`src/hw/wwdt_pkg.sv`:
```
// wwdt_pkg: constants, register map and field layout of the windowed watchdog
// assumes a 100 MHz system clock and a 32-bit APB register bus

`default_nettype none

package wwdt_pkg;

   // system clock and low-power rc oscillator timing
   localparam int unsigned CLK_PERIOD_PS    = 10000;       // 100 MHz
   localparam int unsigned RCOSC_FREQ_KHZ   = 32;          // nominal watchdog clock
   localparam int unsigned RCOSC_PERIOD_PS  = 1000000000 / RCOSC_FREQ_KHZ;
   localparam int unsigned RCOSC_CYCLES     = RCOSC_PERIOD_PS / CLK_PERIOD_PS;

   // prescaler ratios and nominal prescaler output periods
   localparam int unsigned PRE_DIV_SHORT    = 32;          // 5-bit mode
   localparam int unsigned PRE_DIV_LONG     = 128;         // 7-bit mode
   localparam int unsigned PRE_PERIOD_SHORT_US = 1000;     // 1 ms
   localparam int unsigned PRE_PERIOD_LONG_US  = 4000;     // 4 ms
   localparam int unsigned PRE_WIDTH        = 7;
   localparam int unsigned POST_WIDTH       = 15;          // counts 0 to 32,767
   localparam int unsigned POST_SETTINGS    = 16;

   // window: a clear is legal only in the last WIN_NUM/WIN_DEN of the period
   localparam int unsigned WIN_NUM          = 1;
   localparam int unsigned WIN_DEN          = 4;

   // apb register byte offsets
   localparam logic [7:0]  OFS_RESET_CTRL   = 8'h00;       // reset_control_reg
   localparam logic [7:0]  OFS_FUSE_WORD    = 8'h04;       // watchdog_fuse_word
   localparam logic [7:0]  OFS_STATUS       = 8'h08;       // live counter view

   // reset_control_reg field positions
   localparam int unsigned BIT_IDLE         = 2;
   localparam int unsigned BIT_SLEEP        = 3;
   localparam int unsigned BIT_TIMEOUT      = 4;
   localparam int unsigned BIT_SOFT_EN      = 5;

   // status register field positions
   localparam int unsigned BIT_STAT_RUN     = 16;
   localparam int unsigned BIT_STAT_WIN     = 17;

   // watchdog_fuse_word layout
   typedef struct packed {
      logic       fuse_enable;       // bit 7: watchdog always on
      logic       window_disable;    // bit 6: 1 = non-window mode
      logic       reserved;          // bit 5
      logic       prescale_select;   // bit 4: 1 = divide by 128
      logic [3:0] postscale_select;  // bits 3..0: ratio 1:2^n
   } wwdt_fuse_t;

   localparam logic [7:0]  FUSE_RESET       = 8'hdf;

   // power-save state of the device as seen by the watchdog
   typedef enum logic [1:0] {
      PWR_RUN,
      PWR_SLEEP,
      PWR_IDLE
   } wwdt_pwr_t;

endpackage

`default_nettype wire

```
`src/hw/wwdt_low_power_rc_osc_osc.sv`:
```
// wwdt_rc_osc: stand-in for the low-power rc oscillator, one tick per period
// assumes the 100 MHz system clock; the tick stays low while the oscillator is off

`timescale 1ns/1ps
`default_nettype none

module wwdt_rc_osc
   import wwdt_pkg::*;
#(
   parameter int unsigned PERIOD_CYCLES = RCOSC_CYCLES
)(
   input  wire logic clk,
   input  wire logic sys_rst,
   input  wire logic osc_on,
   output logic      rc_tick
);

   logic [12:0] phase;

   // free count while switched on, parked at zero while off
   always_ff @(posedge clk)
   begin
      if (sys_rst || !osc_on)
         phase <= 13'h0000;
      else if (phase == 13'(PERIOD_CYCLES - 1))
         phase <= 13'h0000;
      else
         phase <= phase + 13'h0001;
   end

   assign rc_tick = osc_on && (phase == 13'(PERIOD_CYCLES - 1));

endmodule // wwdt_rc_osc

`default_nettype wire

```
`src/hw/wwdt_divider.sv`:
```
// wwdt_divider: clearable modulo counter used as prescaler and postscaler
// assumes tick and clear are on the same clock; clear wins over tick

`timescale 1ns/1ps
`default_nettype none

module wwdt_divider #(
   parameter int unsigned WIDTH = 7
)(
   input  wire logic             clk,
   input  wire logic             sys_rst,
   input  wire logic             clear,
   input  wire logic             tick,
   input  wire logic [WIDTH-1:0] limit,
   output logic      [WIDTH-1:0] count,
   output logic                  wrap
);

   // wrap marks the tick that leaves the terminal count
   assign wrap = tick && (count == limit);

   // count ticks, return to zero after the limit or on clear
   always_ff @(posedge clk)
   begin
      if (sys_rst || clear)
         count <= '0;
      else if (wrap)
         count <= '0;
      else if (tick)
         count <= count + WIDTH'(1);
   end

endmodule // wwdt_divider

`default_nettype wire

```
`src/hw/wwdt_core.sv`:
```
// wwdt_core: windowed watchdog with apb registers, pre/postscaler and power-save hooks
// assumes cpu event pulses are one cycle on clk; por_rst clears the sticky flags
// Operation
// - counter ticks from low-power rc oscillator; enabling watchdog turns oscillator on
// - prescaler divides by 32 or 128 per prescale-select bit
// - at 32 kHz prescaler output period is 1 ms or 4 ms
// - postscaler divides by 1 to 32768, 16 settings, fuse bits 3..0
// - all counts cleared on device reset and clock switch completion
// - all counts cleared on power-save entry and on return to run
// - clear instruction in normal run clears counter, prescaler and postscaler
// - watchdog keeps counting in sleep/idle; timeout wakes the device
// - timeout flag at bit 4 set by hardware, cleared only by software; the code also clears it on por_rst
// - fuse enable set runs watchdog always; soft enable ignored
// - fuse enable clear: watchdog runs only while soft enable bit 5 set
// - soft enable bit cleared by every device reset
// - window mode: clear before last quarter of period causes watchdog reset
// - prescale-select 1 means divide by 128, 0 divide by 32
// - window-disable 1 selects normal mode, 0 window mode
//
// Added by the designer: the placing of the registers and the APB register port.

`timescale 1ns/1ps
`default_nettype none

module wwdt_core
   import wwdt_pkg::*;
#(
   parameter int unsigned OSC_PERIOD  = RCOSC_CYCLES,
   parameter logic [7:0]  FUSE_INIT   = FUSE_RESET
)(
   input  wire logic        clk,
   input  wire logic        sys_rst,
   input  wire logic        por_rst,
   input  wire logic        psel,
   input  wire logic        penable,
   input  wire logic        pwrite,
   input  wire logic [7:0]  paddr,
   input  wire logic [31:0] pwdata,
   output logic      [31:0] prdata,
   output logic             pready,
   output logic             pslverr,
   input  wire logic        watchdog_clear_instr,
   input  wire logic        power_save_instr,
   input  wire logic        power_save_idle,
   input  wire logic        wake_exit,
   input  wire logic        clk_switch_done,
   output logic             low_power_rc_osc_on,
   output logic             watchdog_reset_req,
   output logic             watchdog_wake
);

   // prescale ratio minus one for the selected mode
   function automatic logic [PRE_WIDTH-1:0] pre_limit(input logic long_mode);
      pre_limit = long_mode ? PRE_WIDTH'(PRE_DIV_LONG - 1) : PRE_WIDTH'(PRE_DIV_SHORT - 1);
   endfunction

   // postscale ratio minus one for a 4-bit setting
   function automatic logic [POST_WIDTH-1:0] post_limit(input logic [3:0] sel);
      logic [POST_WIDTH:0] ratio;
      ratio = (POST_WIDTH + 1)'(1) << sel;
      post_limit = POST_WIDTH'(ratio - (POST_WIDTH + 1)'(1));
   endfunction

   wwdt_fuse_t              fuse;
   logic                    soft_enable;
   logic                    timeout_flag;
   logic                    sleep_flag;
   logic                    idle_flag;
   wwdt_pwr_t               pwr_state;
   logic                    wd_enabled;
   logic                    rc_tick;
   logic                    cnt_clear;
   logic [PRE_WIDTH-1:0]    pre_cnt;
   logic                    pre_wrap;
   logic [POST_WIDTH-1:0]   post_cnt;
   logic                    post_wrap;
   logic                    timeout;
   logic                    in_run;
   logic                    clear_ok;
   logic                    clear_early;
   logic [31:0]             elapsed;
   logic [31:0]             total;
   logic                    apb_wr;
   logic                    wr_ctrl;
   logic                    wr_fuse;
   logic                    addr_ok;

   // fuse or soft bit enables; oscillator follows the enable
   assign wd_enabled          = fuse.fuse_enable || soft_enable;
   assign low_power_rc_osc_on = wd_enabled;
   assign in_run              = (pwr_state == PWR_RUN);

   // watchdog clock source
   wwdt_rc_osc #(
      .PERIOD_CYCLES (OSC_PERIOD)
   ) u_osc (
      .clk     (clk),
      .sys_rst (sys_rst),
      .osc_on  (wd_enabled),
      .rc_tick (rc_tick)
   );

   // prescaler: 32 or 128 oscillator ticks per output
   wwdt_divider #(
      .WIDTH (PRE_WIDTH)
   ) u_pre (
      .clk     (clk),
      .sys_rst (sys_rst),
      .clear   (cnt_clear),
      .tick    (rc_tick),
      .limit   (pre_limit(fuse.prescale_select)),
      .count   (pre_cnt),
      .wrap    (pre_wrap)
   );

   // postscaler: one step per prescaler output
   wwdt_divider #(
      .WIDTH (POST_WIDTH)
   ) u_post (
      .clk     (clk),
      .sys_rst (sys_rst),
      .clear   (cnt_clear),
      .tick    (pre_wrap),
      .limit   (post_limit(fuse.postscale_select)),
      .count   (post_cnt),
      .wrap    (post_wrap)
   );

   // timeout when the postscaler leaves its selected ratio
   assign timeout = wd_enabled && post_wrap;

   // window check: elapsed oscillator ticks against the whole period
   always_comb
   begin
      elapsed = 32'(post_cnt) * (fuse.prescale_select ? 32'(PRE_DIV_LONG) : 32'(PRE_DIV_SHORT))
              + 32'(pre_cnt);
      total   = (32'(post_limit(fuse.postscale_select)) + 32'h0000_0001)
              * (fuse.prescale_select ? 32'(PRE_DIV_LONG) : 32'(PRE_DIV_SHORT));
      clear_early = !fuse.window_disable
                  && (elapsed * 32'(WIN_DEN) < total * 32'(WIN_DEN - WIN_NUM));
   end

   assign clear_ok = watchdog_clear_instr && in_run && wd_enabled;

   // every cause that zeroes counter, prescaler and postscaler
   assign cnt_clear = !wd_enabled
                    || clk_switch_done
                    || watchdog_reset_req
                    || (in_run && power_save_instr)
                    || (!in_run && (wake_exit || timeout))
                    || (in_run && watchdog_clear_instr);

   // power-save state tracking
   always_ff @(posedge clk)
   begin
      if (sys_rst)
         pwr_state <= PWR_RUN;
      else
      begin
         unique case (pwr_state)
            PWR_RUN:
               if (power_save_instr)
                  pwr_state <= power_save_idle ? PWR_IDLE : PWR_SLEEP;
            PWR_SLEEP,
            PWR_IDLE:
               if (timeout || wake_exit)
                  pwr_state <= PWR_RUN;
            default:
               pwr_state <= PWR_RUN;
         endcase
      end
   end

   // device reset on run-time timeout or early clear in window mode
   always_ff @(posedge clk)
   begin
      if (sys_rst)
         watchdog_reset_req <= 1'b0;
      else
         watchdog_reset_req <= (in_run && timeout) || (clear_ok && clear_early);
   end

   // wake pulse on timeout during sleep or idle
   always_ff @(posedge clk)
   begin
      if (sys_rst)
         watchdog_wake <= 1'b0;
      else
         watchdog_wake <= !in_run && timeout;
   end

   // apb decode: zero wait states, error on unmapped address
   assign apb_wr  = psel && penable && pwrite;
   assign addr_ok = (paddr == OFS_RESET_CTRL) || (paddr == OFS_FUSE_WORD)
                 || (paddr == OFS_STATUS);
   assign wr_ctrl = apb_wr && (paddr == OFS_RESET_CTRL);
   assign wr_fuse = apb_wr && (paddr == OFS_FUSE_WORD);
   assign pready  = 1'b1;
   assign pslverr = psel && penable && !addr_ok;

   // soft enable, cleared by every device reset
   always_ff @(posedge clk)
   begin
      if (sys_rst)
         soft_enable <= 1'b0;
      else if (wr_ctrl)
         soft_enable <= pwdata[BIT_SOFT_EN];
   end

   // fuse word image
   always_ff @(posedge clk)
   begin
      if (sys_rst)
         fuse <= wwdt_fuse_t'(FUSE_INIT);
      else if (wr_fuse)
         fuse <= wwdt_fuse_t'(pwdata[7:0]);
   end

   // sticky timeout flag: hardware set wins, software writes 0 to clear
   always_ff @(posedge clk)
   begin
      if (por_rst)
         timeout_flag <= 1'b0;
      else if (timeout || (clear_ok && clear_early))
         timeout_flag <= 1'b1;
      else if (wr_ctrl && !pwdata[BIT_TIMEOUT])
         timeout_flag <= 1'b0;
   end

   // sleep and idle status, left for software to clear after wake
   always_ff @(posedge clk)
   begin
      if (por_rst)
      begin
         sleep_flag <= 1'b0;
         idle_flag  <= 1'b0;
      end
      else
      begin
         if (in_run && power_save_instr && !power_save_idle)
            sleep_flag <= 1'b1;
         else if (wr_ctrl && !pwdata[BIT_SLEEP])
            sleep_flag <= 1'b0;
         if (in_run && power_save_instr && power_save_idle)
            idle_flag <= 1'b1;
         else if (wr_ctrl && !pwdata[BIT_IDLE])
            idle_flag <= 1'b0;
      end
   end

   // registered read data
   always_ff @(posedge clk)
   begin
      if (sys_rst)
         prdata <= 32'h0000_0000;
      else if (psel && !penable && !pwrite)
      begin
         prdata <= 32'h0000_0000;
         unique case (paddr)
            OFS_RESET_CTRL:
            begin
               prdata[BIT_SOFT_EN] <= soft_enable;
               prdata[BIT_TIMEOUT] <= timeout_flag;
               prdata[BIT_SLEEP]   <= sleep_flag;
               prdata[BIT_IDLE]    <= idle_flag;
            end
            OFS_FUSE_WORD:
               prdata[7:0] <= fuse;
            OFS_STATUS:
            begin
               prdata[POST_WIDTH-1:0] <= post_cnt;
               prdata[BIT_STAT_RUN]   <= wd_enabled;
               prdata[BIT_STAT_WIN]   <= !clear_early;
            end
            default:
               prdata <= 32'h0000_0000;
         endcase
      end
   end
endmodule // wwdt_core

`default_nettype wire

```
`config.mk`:
```
export PLATFORM = sky130hd
export DESIGN_NAME = wwdt_core
export DESIGN_NICKNAME = d
export VERILOG_FILES = /design/src/hw/wwdt_pkg.sv /design/src/hw/wwdt_low_power_rc_osc_osc.sv /design/src/hw/wwdt_divider.sv /design/src/hw/wwdt_core.sv
export SDC_FILE = /design/constraint.sdc
export NUM_CORES = 1
export LEC_CHECK = 0
export ABC_AREA = 0
export BUFFER_PORTS_ARGS = -buffer_cell sky130_fd_sc_hd__buf_2
export CORE_AREA = 2 2 126 152
export DETAILED_ROUTE_END_ITERATION = 8
export DIE_AREA = 0 0 128 154
export PLACE_DENSITY = 0.61
export SLEW_MARGIN = 20
export SYNTH_ARGS = -nofsm -noshare
export SYNTH_HDL_FRONTEND = slang
export SYNTH_SLANG_ARGS = --single-unit
```
`constraint.sdc`:
```
create_clock -name clk -period 11.8 [get_ports clk]
set_input_delay 1.77 -clock clk [delete_from_list [all_inputs] [get_ports clk]]
set_output_delay 1.77 -clock clk [all_outputs]
set_load 0.03 [all_outputs]
```
==> metrics.yaml, run 1 <==
synthesis:
  synth_edf_count: 0
  ys_ff_latch: 68
  ys.flop_type: "dfxtp_1"
  syn_area_mm2: 0.00804
  yosysWarnings: 0
  synth_top_area_cell: "ha_1"
  ys_seq_area_frac: 0.169
  synthCells: 998
  syn_avg_cell_area_um2: 8.06
  synth_cell_types: 83
  async_flop_share: 0
  synth_top_area_share: 0.232
  synthTopCellsByArea: "ha_1 (23%), dfxtp_1 (17%), xnor2_1 (6.0%)"
floorplan:
  start_util: 0.444
  die_y_um: 154
  rows: 54
  design.core.area_mm2: 0.0181
  pin_count: 88
  die_area_mm2: 0.0197
  die_w_um: 128
critical_path:
  startpoint: "fuse[3]"
  timing.rr.start: "fuse[3]"
  crit_cells: 28
  rr_endpoint: "prdata[17]"
  slowest_delay_ps: 750
  r2r_slack_ps: 3760
  critPathLaunchType: "flop"
  reg2regPathDepth: 28
  path_max_fanout: 21
  cp-end-kind: "flop"
  critPathCapture: "prdata[17]"
  cpMaxStageDelayCell: "dfxtp_1"
  path_buf_inv: 1
  arrival_ps: 8260
  worstSetupPathType: "flop to flop"
  crit_required_ps: 12020
  path_common_cell: "ha_1"
  crit_family: "compound AO/OA/AOI/OAI gates"
placed_design:
  port_buffers: 47
  preCtsSetupSlack_ps: 3730
  place_congestion: 0.814
  dp_cells: 1257
  dp_hpwl_mm: 14.9
clock_network:
  cts-resized-gates: 0
  clk_path_buf_depth: 2
  ctsHoldBuffers: 0
  cts_tree: "built"
  root_buffer: "clkbuf_16"
  cts_sinks: 68
  post_cts.repair.setup_buffers: 0
  cts_buffers: 9
  clk_latency_ps: 330
  cts.reportedPaths.clkPinSlew_ps: 50
  htree_levels: 3
global_route:
  first_global_vias: 6669
  grt_antenna_before_repair: 0
  grt_max_degree: 49
  grt_pass1_wl_mm: 31.9
  grt_overflow: 0
  grt_use_total: 0.195
routing:
  routed_via_density: 5.48
  ant_nets: 0
  drtIter0Drc: 360
  first_pass_iters: 5
  detail_route.wirelength_mm: 18.7
  drc: 0
  vias: 6965
  wl_per_cell_um: 14.7
finish:
  regArea_mm2: 0.00136
  multi_input_area_mm2: 0.00640
  drive_gt1_frac: 0.0945
  antenna_cells: 0
  mostFrequentLayoutCell: "ha_1"
  final_cells: 1272
  syn_to_final_growth_pct: 9.31
  final_cell_mix: "ha_1 (149), nor2_1 (94), nand2_1 (85), dfxtp_1 (68), xnor2_1 (55)"
  fillers: 1894
  fin_nets: 1249
timing:
  max_freq_mhz: 124
  slew_viol_final: 0
  fin_hold_ws_ps: 477
  hold_viol_final: 0
  fin_skew_ps: 6.90
  tightest_slew_ps: 923
  fin_ws_ps: 3760
  rsz0062_at_grt: "false"
  finalCritPeriodShare: 0.681
  fin_setup_tns_ps: 0
  relSlewSlack: 0.384
  fin_crit_ps: 8040
  setup_viol: 0
hold_path:
  min_path_type: "flop to flop"
run:
  max_cap_violations: 0
pwr:
  irDropWorstVdd_uv: 90.2
  powerDensity_mw_per_mm2: 71.6
  p_leak_nw: 4.05
  p_total_uw: 629
run_status:
  outcome: "completed"
==> state kept, by name, summed over array words and instances, names as in the netlist <==
register / cells
fuse: 8
idle_flag: 1
prdata: 17
pwr_state: 2
sleep_flag: 1
soft_enable: 1
timeout_flag: 1
u_osc.phase: 13
u_post.count: 15
u_pre.count: 7
watchdog_reset_req: 1
watchdog_wake: 1
==> report_power, final <==
| group | internal, mW | switching (mW) |
|---|---|---|
| clock network | 0.190 | 0.0989 |
| registers | 0.232 | 0.00171 |
| logic | 0.0437 | 0.0634 |
| total | 0.465 | 0.164 |
==> logic make-up (layout without fill, tap and decap cells) <==
family	count (synthesis)	after routing	synth area share
buffers and inverters	98	109	0.0542
AND/OR/NAND/NOR	362	362	0.233
other	2	41	0.000934
flip-flops	68	68	0.169
AO/OA/AOI/OAI	197	197	0.166
multiplexers	26	26	0.0335
XOR/XNOR	91	91	0.0991
adder cells (fa/ha/maj)	154	154	0.244
==> through the flow <==
step | utilization | area, um2
6_report | 0.485 | 8790
5_1_grt | 0.485 | 8790
4_1_cts | 0.485 | 8790
3_5_place_dp | 0.468 | 8470
3_3_place_gp | 0.468 | 8470
2_1_floorplan | - | 8190
==> layout make-up <==
cell class | instances | area share
Clock buffer | 11 | 0.0276
Clock inverter | 4 | 0.00840
Inverter | 41 | 0.0175
Multi-Input combinational cell | 871 | 0.728
Sequential cell | 68 | 0.155
Tap cell | 224 | 0.0319
Timing Repair Buffer | 53 | 0.0319
==> worst reg2reg max path: cells and delay by family (launching register included) <==
family                     cells  cell delay [ps]
buffers and inverters          1              340
and+or+nand+nor                7             1080
AOI/OAI and AO/OA             10             2780
DFF                            1              750
adders and majority gates      7             2530
xor gates and xnor gates       3              480
==> worst min-delay path by stage <==
stage	from	end	slack (ps)	cells after the start
6_report	pwr_state[0]	pwr_state[0]	480	2
5_1_grt	pwr_state[0]	pwr_state[0]	500	2
4_1_cts	pwr_state[0]	pwr_state[0]	480	2
3_5_place_dp	sleep_flag	sleep_flag	470	2
3_3_place_gp	pwr_state[1]	pwr_state[1]	460	2
2_1_floorplan	idle_flag	idle_flag	450	2
==> cell usage after synthesis (all sizes together) (5+ instances only) <==
cell type	number
nor4	7
nor3	28
o21a	10
nor2b	15
mux2	7
or4	5
xnor2	55
or3	10
xor2	36
and3	14
a21o	16
a22oi	13
o31ai	8
nand2b	16
inv	40
or2	5
clkbuf	28
o211ai	9
nor2	96
and2	12
nor3b	5
nand3	30
a31oi	8
nand4	14
a21oi	37
o21ai	44
buf	29
mux2i	19
nand2	85
dfxtp	68
ha	149
fa	5
==> per-layer routing <==
layer	routed length, um	global-route usage
met1	8750	0.247
met2	9220	0.351
met3	465	0.0209
met4	251	0.0471
met5	0	0
No activity file was read; power rests on OpenSTA's default activity.
==> inputs of run 2 (changes only) <==
--- a/config.mk
+++ b/config.mk
@@ -5,11 +5,11 @@
 export SDC_FILE = /design/constraint.sdc
 export NUM_CORES = 1
 export LEC_CHECK = 0
-export ABC_AREA = 0
+export ABC_AREA = 1
 export BUFFER_PORTS_ARGS = -buffer_cell sky130_fd_sc_hd__buf_2
-export CORE_AREA = 2 2 126 152
+export CORE_AREA = 2 2 128 154
 export DETAILED_ROUTE_END_ITERATION = 8
-export DIE_AREA = 0 0 128 154
+export DIE_AREA = 0 0 130 156
 export PLACE_DENSITY = 0.61
 export SLEW_MARGIN = 20
 export SYNTH_ARGS = -nofsm -noshare
==> constraint.sdc (replaced) <==
create_clock -name clk -period 7.62 [get_ports clk]
set_input_delay 1.143 -clock clk [delete_from_list [all_inputs] [get_ports clk]]
set_output_delay 1.143 -clock clk [all_outputs]
set_load 0.03 [all_outputs]
==> run 2 against run 1 <==
Net effect: sequential power rose by 55%; global-route usage rose by 0.50 points; flip-flop and latch count did not move; core utilization rose by 0.34 points; area after synthesis rose by 3.3%; clock skew fell by 1.3 ps; register-to-register slack got worse by 2700 ps; fmax rose by 23%; die area rose by 2.9%; first-iteration DRC count rose by 2.5%.
==> metrics.yaml, run 2 <==
run_status:
  outcome: "completed"  # unchanged
synthesis:
  ys_seq_area_frac: 0.164  # was 0.169
  ys.flop_type: "dfxtp_1"  # unchanged
  synth_edf_count: 0  # unchanged
  synth_cell_types: 53  # was 83
  synth_commonest_cells: "nand2_1 (285), inv_1 (157), ha_1 (149), nor2_1 (104), a21oi_1 (73)"  # was ha_1 (149), nor2_1 (94), nand2_1 (85), dfxtp_1 (68), xnor2_1 (55)
  synth_top_area_share: 0.224  # was 0.232
  synth.most_common_cell: "nand2_1"  # was ha_1
  synthTopCellsByArea: "ha_1 (22%), dfxtp_1 (16%), nand2_1 (13%)"  # was ha_1 (23%), dfxtp_1 (17%), xnor2_1 (6.0%)
  syn_area_mm2: 0.00831  # was 0.00804 mm2
  ys_ff_latch: 68  # unchanged
  synthCells: 1230  # was 998
  async_flop_share: 0  # unchanged
  yosysWarnings: 0  # unchanged
  syn_avg_cell_area_um2: 6.75  # was 8.06 um2
  synth_top_area_cell: "ha_1"  # unchanged
global_route:
  first_global_vias: 7208  # was 6669
  grt_use_total: 0.200  # was 0.195
  grt_overflow: 0  # unchanged
  grt_pass1_wl_mm: 33.0  # was 31.9 mm
  grt_max_degree: 49  # unchanged
  grt_antenna_before_repair: 0  # unchanged
timing:
  slew_viol_final: 0  # unchanged
  tightest_slew_ps: 847  # was 923 ps
  fin_ws_ps: 1100  # was 3760 ps
  relSlewSlack: 0.433  # was 0.384
  hold_viol_final: 0  # unchanged
  fin_skew_ps: 5.65  # was 6.90 ps
  max_freq_mhz: 153  # was 124 MHz
  finalCritPeriodShare: 0.856  # was 0.681
  setup_viol: 0  # unchanged
  rsz0062_at_grt: "false"  # unchanged
  fin_crit_ps: 6520  # was 8040 ps
  fin_setup_tns_ps: 0  # unchanged
finish:
  syn_to_final_growth_pct: 10.5  # was 9.31%
  top_regs: "prdata (17), u_post.count (15), u_osc.phase (13)"  # unchanged
  antenna_cells: 0  # unchanged
  largest_reg_flops: 17  # unchanged
  top_register: "prdata"  # unchanged
  mostFrequentLayoutCell: "nand2_1"  # was ha_1
  fin_nets: 1500  # was 1249
  final_cell_mix: "nand2_1 (285), inv_1 (157), ha_1 (149), nor2_1 (104), a21oi_1 (73)"  # was ha_1 (149), nor2_1 (94), nand2_1 (85), dfxtp_1 (68), xnor2_1 (55)
  fillers: 1958  # was 1894
  drive_gt1_frac: 0.0877  # was 0.0945
critical_path:
  reg2regPathDepth: 35  # was 28
  cpMaxStageDelayCell: "ha_1"  # was dfxtp_1
  slowest_delay_ps: 390  # was 750 ps
  rr_endpoint: "timeout_flag"  # was prdata[17]
  cp-end-kind: "flop"  # unchanged
  crit_required_ps: 7900  # was 12020 ps
  worstSetupPathType: "flop to flop"  # unchanged
  timing.rr.start: "fuse[3]"  # unchanged
  critPathLaunchType: "flop"  # unchanged
  path_max_fanout: 11  # was 21
  arrival_ps: 6800  # was 8260 ps
  r2r_slack_ps: 1100  # was 3760 ps
  path_common_cell: "ha_1"  # unchanged
floorplan:
  design.core.area_mm2: 0.0188  # was 0.0181 mm2
  die_y_um: 156  # was 154 um
  pin_count: 88  # unchanged
  start_util: 0.442  # was 0.444
  die_area_mm2: 0.0203  # was 0.0197 mm2
  die_w_um: 130  # was 128 um
  rows: 55  # was 54
clock_network:
  post_cts.repair.setup_buffers: 0  # unchanged
  cts.reportedPaths.clkPinSlew_ps: 60  # was 50 ps
  htree_levels: 3  # unchanged
  ctsHoldBuffers: 0  # unchanged
  cts_tree: "built"  # unchanged
  cts-resized-gates: 0  # unchanged
  cts_buffers: 9  # unchanged
  clk_latency_ps: 330  # about the same
  root_buffer: "clkbuf_16"  # unchanged
  clk_path_buf_depth: 2  # unchanged
  cts_sinks: 68  # unchanged
routing:
  ant_nets: 0  # unchanged
  drc: 0  # unchanged
  routed_via_density: 4.93  # was 5.48
  detail_route.wirelength_mm: 19.7  # was 18.7 mm
  vias: 7665  # was 6965
  wl_per_cell_um: 12.6  # was 14.7 um
  first_pass_iters: 5  # unchanged
  drtIter0Drc: 369  # was 360
pwr:
  powerDensity_mw_per_mm2: 111  # was 71.6 mW/mm2
  p_leak_nw: 4.56  # was 4.05 nW
  irDropWorstVdd_uv: 144  # was 90.2 uV
placed_design:
  place_congestion: 0.911  # was 0.814
  port_buffers: 47  # unchanged
  dp_hpwl_mm: 16.6  # was 14.9 mm
  preCtsSetupSlack_ps: 1110  # was 3730 ps
hold_path:
  min_from: "u_osc.phase[0]"  # was pwr_state[0]
  min_path_type: "flop to flop"  # unchanged
  min_to: "u_osc.phase[0]"  # was pwr_state[0]
  min_path_cells: 1  # was 2
run:
  max_cap_violations: 0  # unchanged
-- run 2: cell count changes in the layout (fill, tap and decap cells not counted), moves of 17 or more --
| cell | before | now |
|---|---|---|
| xor2_1 | 36 | 62 |
| nand3_1 | 30 | 58 |
| xnor2_1 | 55 | 19 |
| a21oi_1 | 37 | 73 |
| inv_1 | 40 | 157 |
| mux2i_1 | 19 | 2 |
| nand2_1 | 85 | 285 |
-- run 2: logic make-up after synthesis --
kind of cell | share of synthesized area
buf+inv | 0.102
flops | 0.164
simple gates | 0.290
xor+xnor | 0.0854
other cells | 0.000904
fa+ha+maj | 0.236
mux | 0.00241
compound gates | 0.119
-- run 2: layer usage --
| metal | part of all wire | global-route usage |
|---|---|---|
| met5 | 0 | 0 |
| met4 | 0.028 | 0.0666 |
| met3 | 0.029 | 0.0175 |
| met2 | 0.49 | 0.365 |
| met1 | 0.45 | 0.243 |
-- run 2: through the flow --
step           hold slack (ps)  total power [mW]  instances  utilization  area (um2)
6_report                   448              1.02       1556        0.489        9180
5_1_grt                    484              1.07       1556        0.489        9180
4_1_cts                    457              1.03       1556        0.489        9180
3_5_place_dp               443             0.530       1540        0.470        8820
3_3_place_gp               432             0.528       1540        0.470        8820
2_1_floorplan              417             0.502       1269            -        8450
-- run 2: critical path: cells and delay by family (launching register included) --
family / cells / cell delay [ps]
adder cells (fa/ha/maj): 7 / 2240
AND/OR/NAND/NOR: 17 / 2180
AO/OA/AOI/OAI: 4 / 800
XOR/XNOR: 3 / 600
buffers and inverters: 4 / 320
flip-flops: 1 / 300
-- run 2: report_power, final --
group          total [mW]  leakage, nW  switching (mW)  internal, mW
Combinational       0.162         3.84           0.102        0.0595
Clock               0.499        0.172           0.160         0.339
Sequential          0.360        0.549         0.00162         0.359
Total                1.02         4.56           0.264         0.757
-- run 2: layout make-up --
type                    count  area (um2)  area share
repair buffers             51         265      0.0289
inverters                 167         629      0.0685
multi-input cells         998        6250       0.680
clock buffers              11         253      0.0275
flip-flops and latches     68        1360       0.148
clock inverters             5         106      0.0116
well taps                 256         320      0.0349
-- run 2: worst max-delay path by stage --
stage / from / to / cells after the start
4_1_cts: fuse[3] / timeout_flag / 35
3_3_place_gp: fuse[3] / timeout_flag / 35
5_1_grt: fuse[3] / timeout_flag / 34
6_report: fuse[3] / timeout_flag / 35
2_1_floorplan: fuse[1] / timeout_flag / 34
3_5_place_dp: fuse[3] / timeout_flag / 35
==> inputs of run 3 (changes only) <==
--- a/config.mk
+++ b/config.mk
@@ -11,6 +11,7 @@
 export DETAILED_ROUTE_END_ITERATION = 8
 export DIE_AREA = 0 0 130 156
 export PLACE_DENSITY = 0.61
+export REMOVE_ABC_BUFFERS = 1
 export SLEW_MARGIN = 20
 export SYNTH_ARGS = -nofsm -noshare
 export SYNTH_HDL_FRONTEND = slang
==> run 3 against run 2 <==
Net effect: register-to-register slack got worse by 80 ps; cell count about the same; first-iteration DRC count up 2.7%; final area fell by 0.18%; critical path depth down 1; critical endpoint unchanged.
==> metrics.yaml, run 3 (synthesis gave the netlist of run 2 again) <==
clock_network:
  cts.reportedPaths.clkPinSlew_ps: 60  # about the same
  ctsHoldBuffers: 0  # unchanged
  cts_sinks: 68  # unchanged
  post_cts.repair.setup_buffers: 0  # unchanged
  htree_levels: 3  # unchanged
  root_buffer: "clkbuf_16"  # unchanged
  cts_buffers: 9  # unchanged
  clk_latency_ps: 340  # was 330 ps
  cts-resized-gates: 0  # unchanged
  cts_tree: "built"  # unchanged
  clk_path_buf_depth: 2  # unchanged
critical_path:
  path_max_fanout: 6  # was 11
  critPathLaunchType: "flop"  # unchanged
  slowest_delay_ps: 420  # was 390 ps
  crit_required_ps: 7900  # about the same
  worstSetupPathType: "flop to flop"  # unchanged
  cp-end-kind: "flop"  # unchanged
  path_common_cell: "ha_1"  # unchanged
  cpMaxStageDelayCell: "a31oi_1"  # was ha_1
  arrival_ps: 6870  # was 6800 ps
floorplan:
  die_y_um: 156  # unchanged
  start_util: 0.442  # unchanged
  rows: 55  # unchanged
  die_w_um: 130  # unchanged
  pin_count: 88  # unchanged
  die_area_mm2: 0.0203  # unchanged
  design.core.area_mm2: 0.0188  # unchanged
finish:
  regArea_mm2: 0.00136  # unchanged
  fillers: 1968  # was 1958
  mostFrequentLayoutCell: "nand2_1"  # unchanged
  top_regs: "prdata (17), u_post.count (15), u_osc.phase (13)"  # unchanged
  top_register: "prdata"  # unchanged
  syn_to_final_growth_pct: 10.3  # was 10.5%
  fin_nets: 1499  # was 1500
  final_cell_mix: "nand2_1 (285), inv_1 (157), ha_1 (149), nor2_1 (104), a21oi_1 (73)"  # unchanged
  largest_reg_flops: 17  # unchanged
  antenna_cells: 0  # unchanged
  stdcell_area_mm2: 0.00917  # was 0.00918 mm2
  final_util: 0.488  # was 0.489
  drive_gt1_frac: 0.0870  # was 0.0877
  multi_input_area_mm2: 0.00625  # unchanged
timing:
  finalCritPeriodShare: 0.866  # was 0.856
  fin_crit_ps: 6600  # was 6520 ps
  fin_ws_ps: 1020  # was 1100 ps
  fin_skew_ps: 8.17  # was 5.65 ps
  rsz0062_at_grt: "false"  # unchanged
  max_freq_mhz: 152  # was 153 MHz
  slew_viol_final: 0  # unchanged
  setup_viol: 0  # unchanged
  fin_setup_tns_ps: 0  # unchanged
  tightest_slew_ps: 817  # was 847 ps
  hold_viol_final: 0  # unchanged
  relSlewSlack: 0.453  # was 0.433
placed_design:
  postPlaceCellArea_mm2: 0.00881  # was 0.00882 mm2
  dp_hpwl_mm: 16.6  # about the same
  place_congestion: 0.950  # was 0.911
  preCtsSetupSlack_ps: 1050  # was 1110 ps
  port_buffers: 47  # unchanged
pwr:
  p_leak_nw: 4.55  # was 4.56 nW
  p_total_mw: 1.01  # was 1.02 mW
  powerDensity_mw_per_mm2: 111  # about the same
  irDropWorstVdd_uv: 158  # was 144 uV
hold_path:
  min_path_type: "flop to flop"  # unchanged
global_route:
  grt_max_degree: 50  # was 49
  grt_use_total: 0.198  # was 0.200
  grt_pass1_wl_mm: 32.9  # was 33.0 mm
  grt_overflow: 0  # unchanged
  grt_antenna_before_repair: 0  # unchanged
  first_global_vias: 7227  # was 7208
routing:
  first_pass_iters: 5  # unchanged
  routed_via_density: 4.99  # was 4.93
  ant_nets: 0  # unchanged
  detail_route.wirelength_mm: 19.8  # was 19.7 mm
  drc: 0  # unchanged
  wl_per_cell_um: 12.7  # was 12.6 um
  vias: 7760  # was 7665
  drtIter0Drc: 379  # was 369
run:
  max_cap_violations: 0  # unchanged
run_status:
  outcome: "completed"  # unchanged
[run 3: cell types whose count changed in the layout (fill, tap and decap cells not counted), sizes merged]
cell / change
inv: -1
clkbuf: -1
buf: -1
clkinv: +2
[run 3: routing by layer]
| metal | track usage | vias to the layer above | share of wire |
|---|---|---|---|
| li1 | - | 4109 | - |
| met1 | 0.240 | 3473 | 0.44 |
| met2 | 0.364 | 140 | 0.50 |
| met3 | 0.0171 | 38 | 0.030 |
| met4 | 0.0666 | 0 | 0.024 |
| met5 | 0 | - | 0 |
[run 3: metrics by stage]
step | hold slack [ps] | instances
floorplan | 417 | 1233
global placement | 430 | 1539
detailed placement | 454 | 1539
CTS | 463 | 1555
global route | 490 | 1555
finish | 459 | 1555
[run 3: power breakdown]
part	leakage [nW]	internal (mW)	total (mW)	switching (mW)
Clock	0.169	0.328	0.491	0.163
Sequential	0.549	0.359	0.360	0.00166
Combinational	3.84	0.0595	0.162	0.102
[run 3: critical path, delay by kind of cell, from the launching register on]
kind / cells / cell delay, ps
AOI/OAI and AO/OA: 4 / 840
xor gates and xnor gates: 3 / 580
adders and majority gates: 7 / 2260
buffers and inverters: 3 / 130
DFF: 1 / 360
and+or+nand+nor: 17 / 2340
[run 3: path summary, 6_finish.rpt]
| path | cells past startpoint | slack (ps) | startpoint | to |
|---|---|---|---|---|
| setup reg to reg | 34 | 1020 | fuse[1] | timeout_flag |
| hold reg to reg | 2 | 460 | fuse[5] | fuse[5] |
| setup / recovery | 34 | 1020 | fuse[1] | timeout_flag |
| hold / removal | 2 | 460 | fuse[5] | fuse[5] |
[run 3: layout make-up]
cell class	instances	area share
clock inverters	6	0.0122
inverters	167	0.0687
flip-flops and latches	68	0.149
repair buffers	50	0.0281
well taps	256	0.0349
clock buffers	10	0.0261
multi-input cells	998	0.682
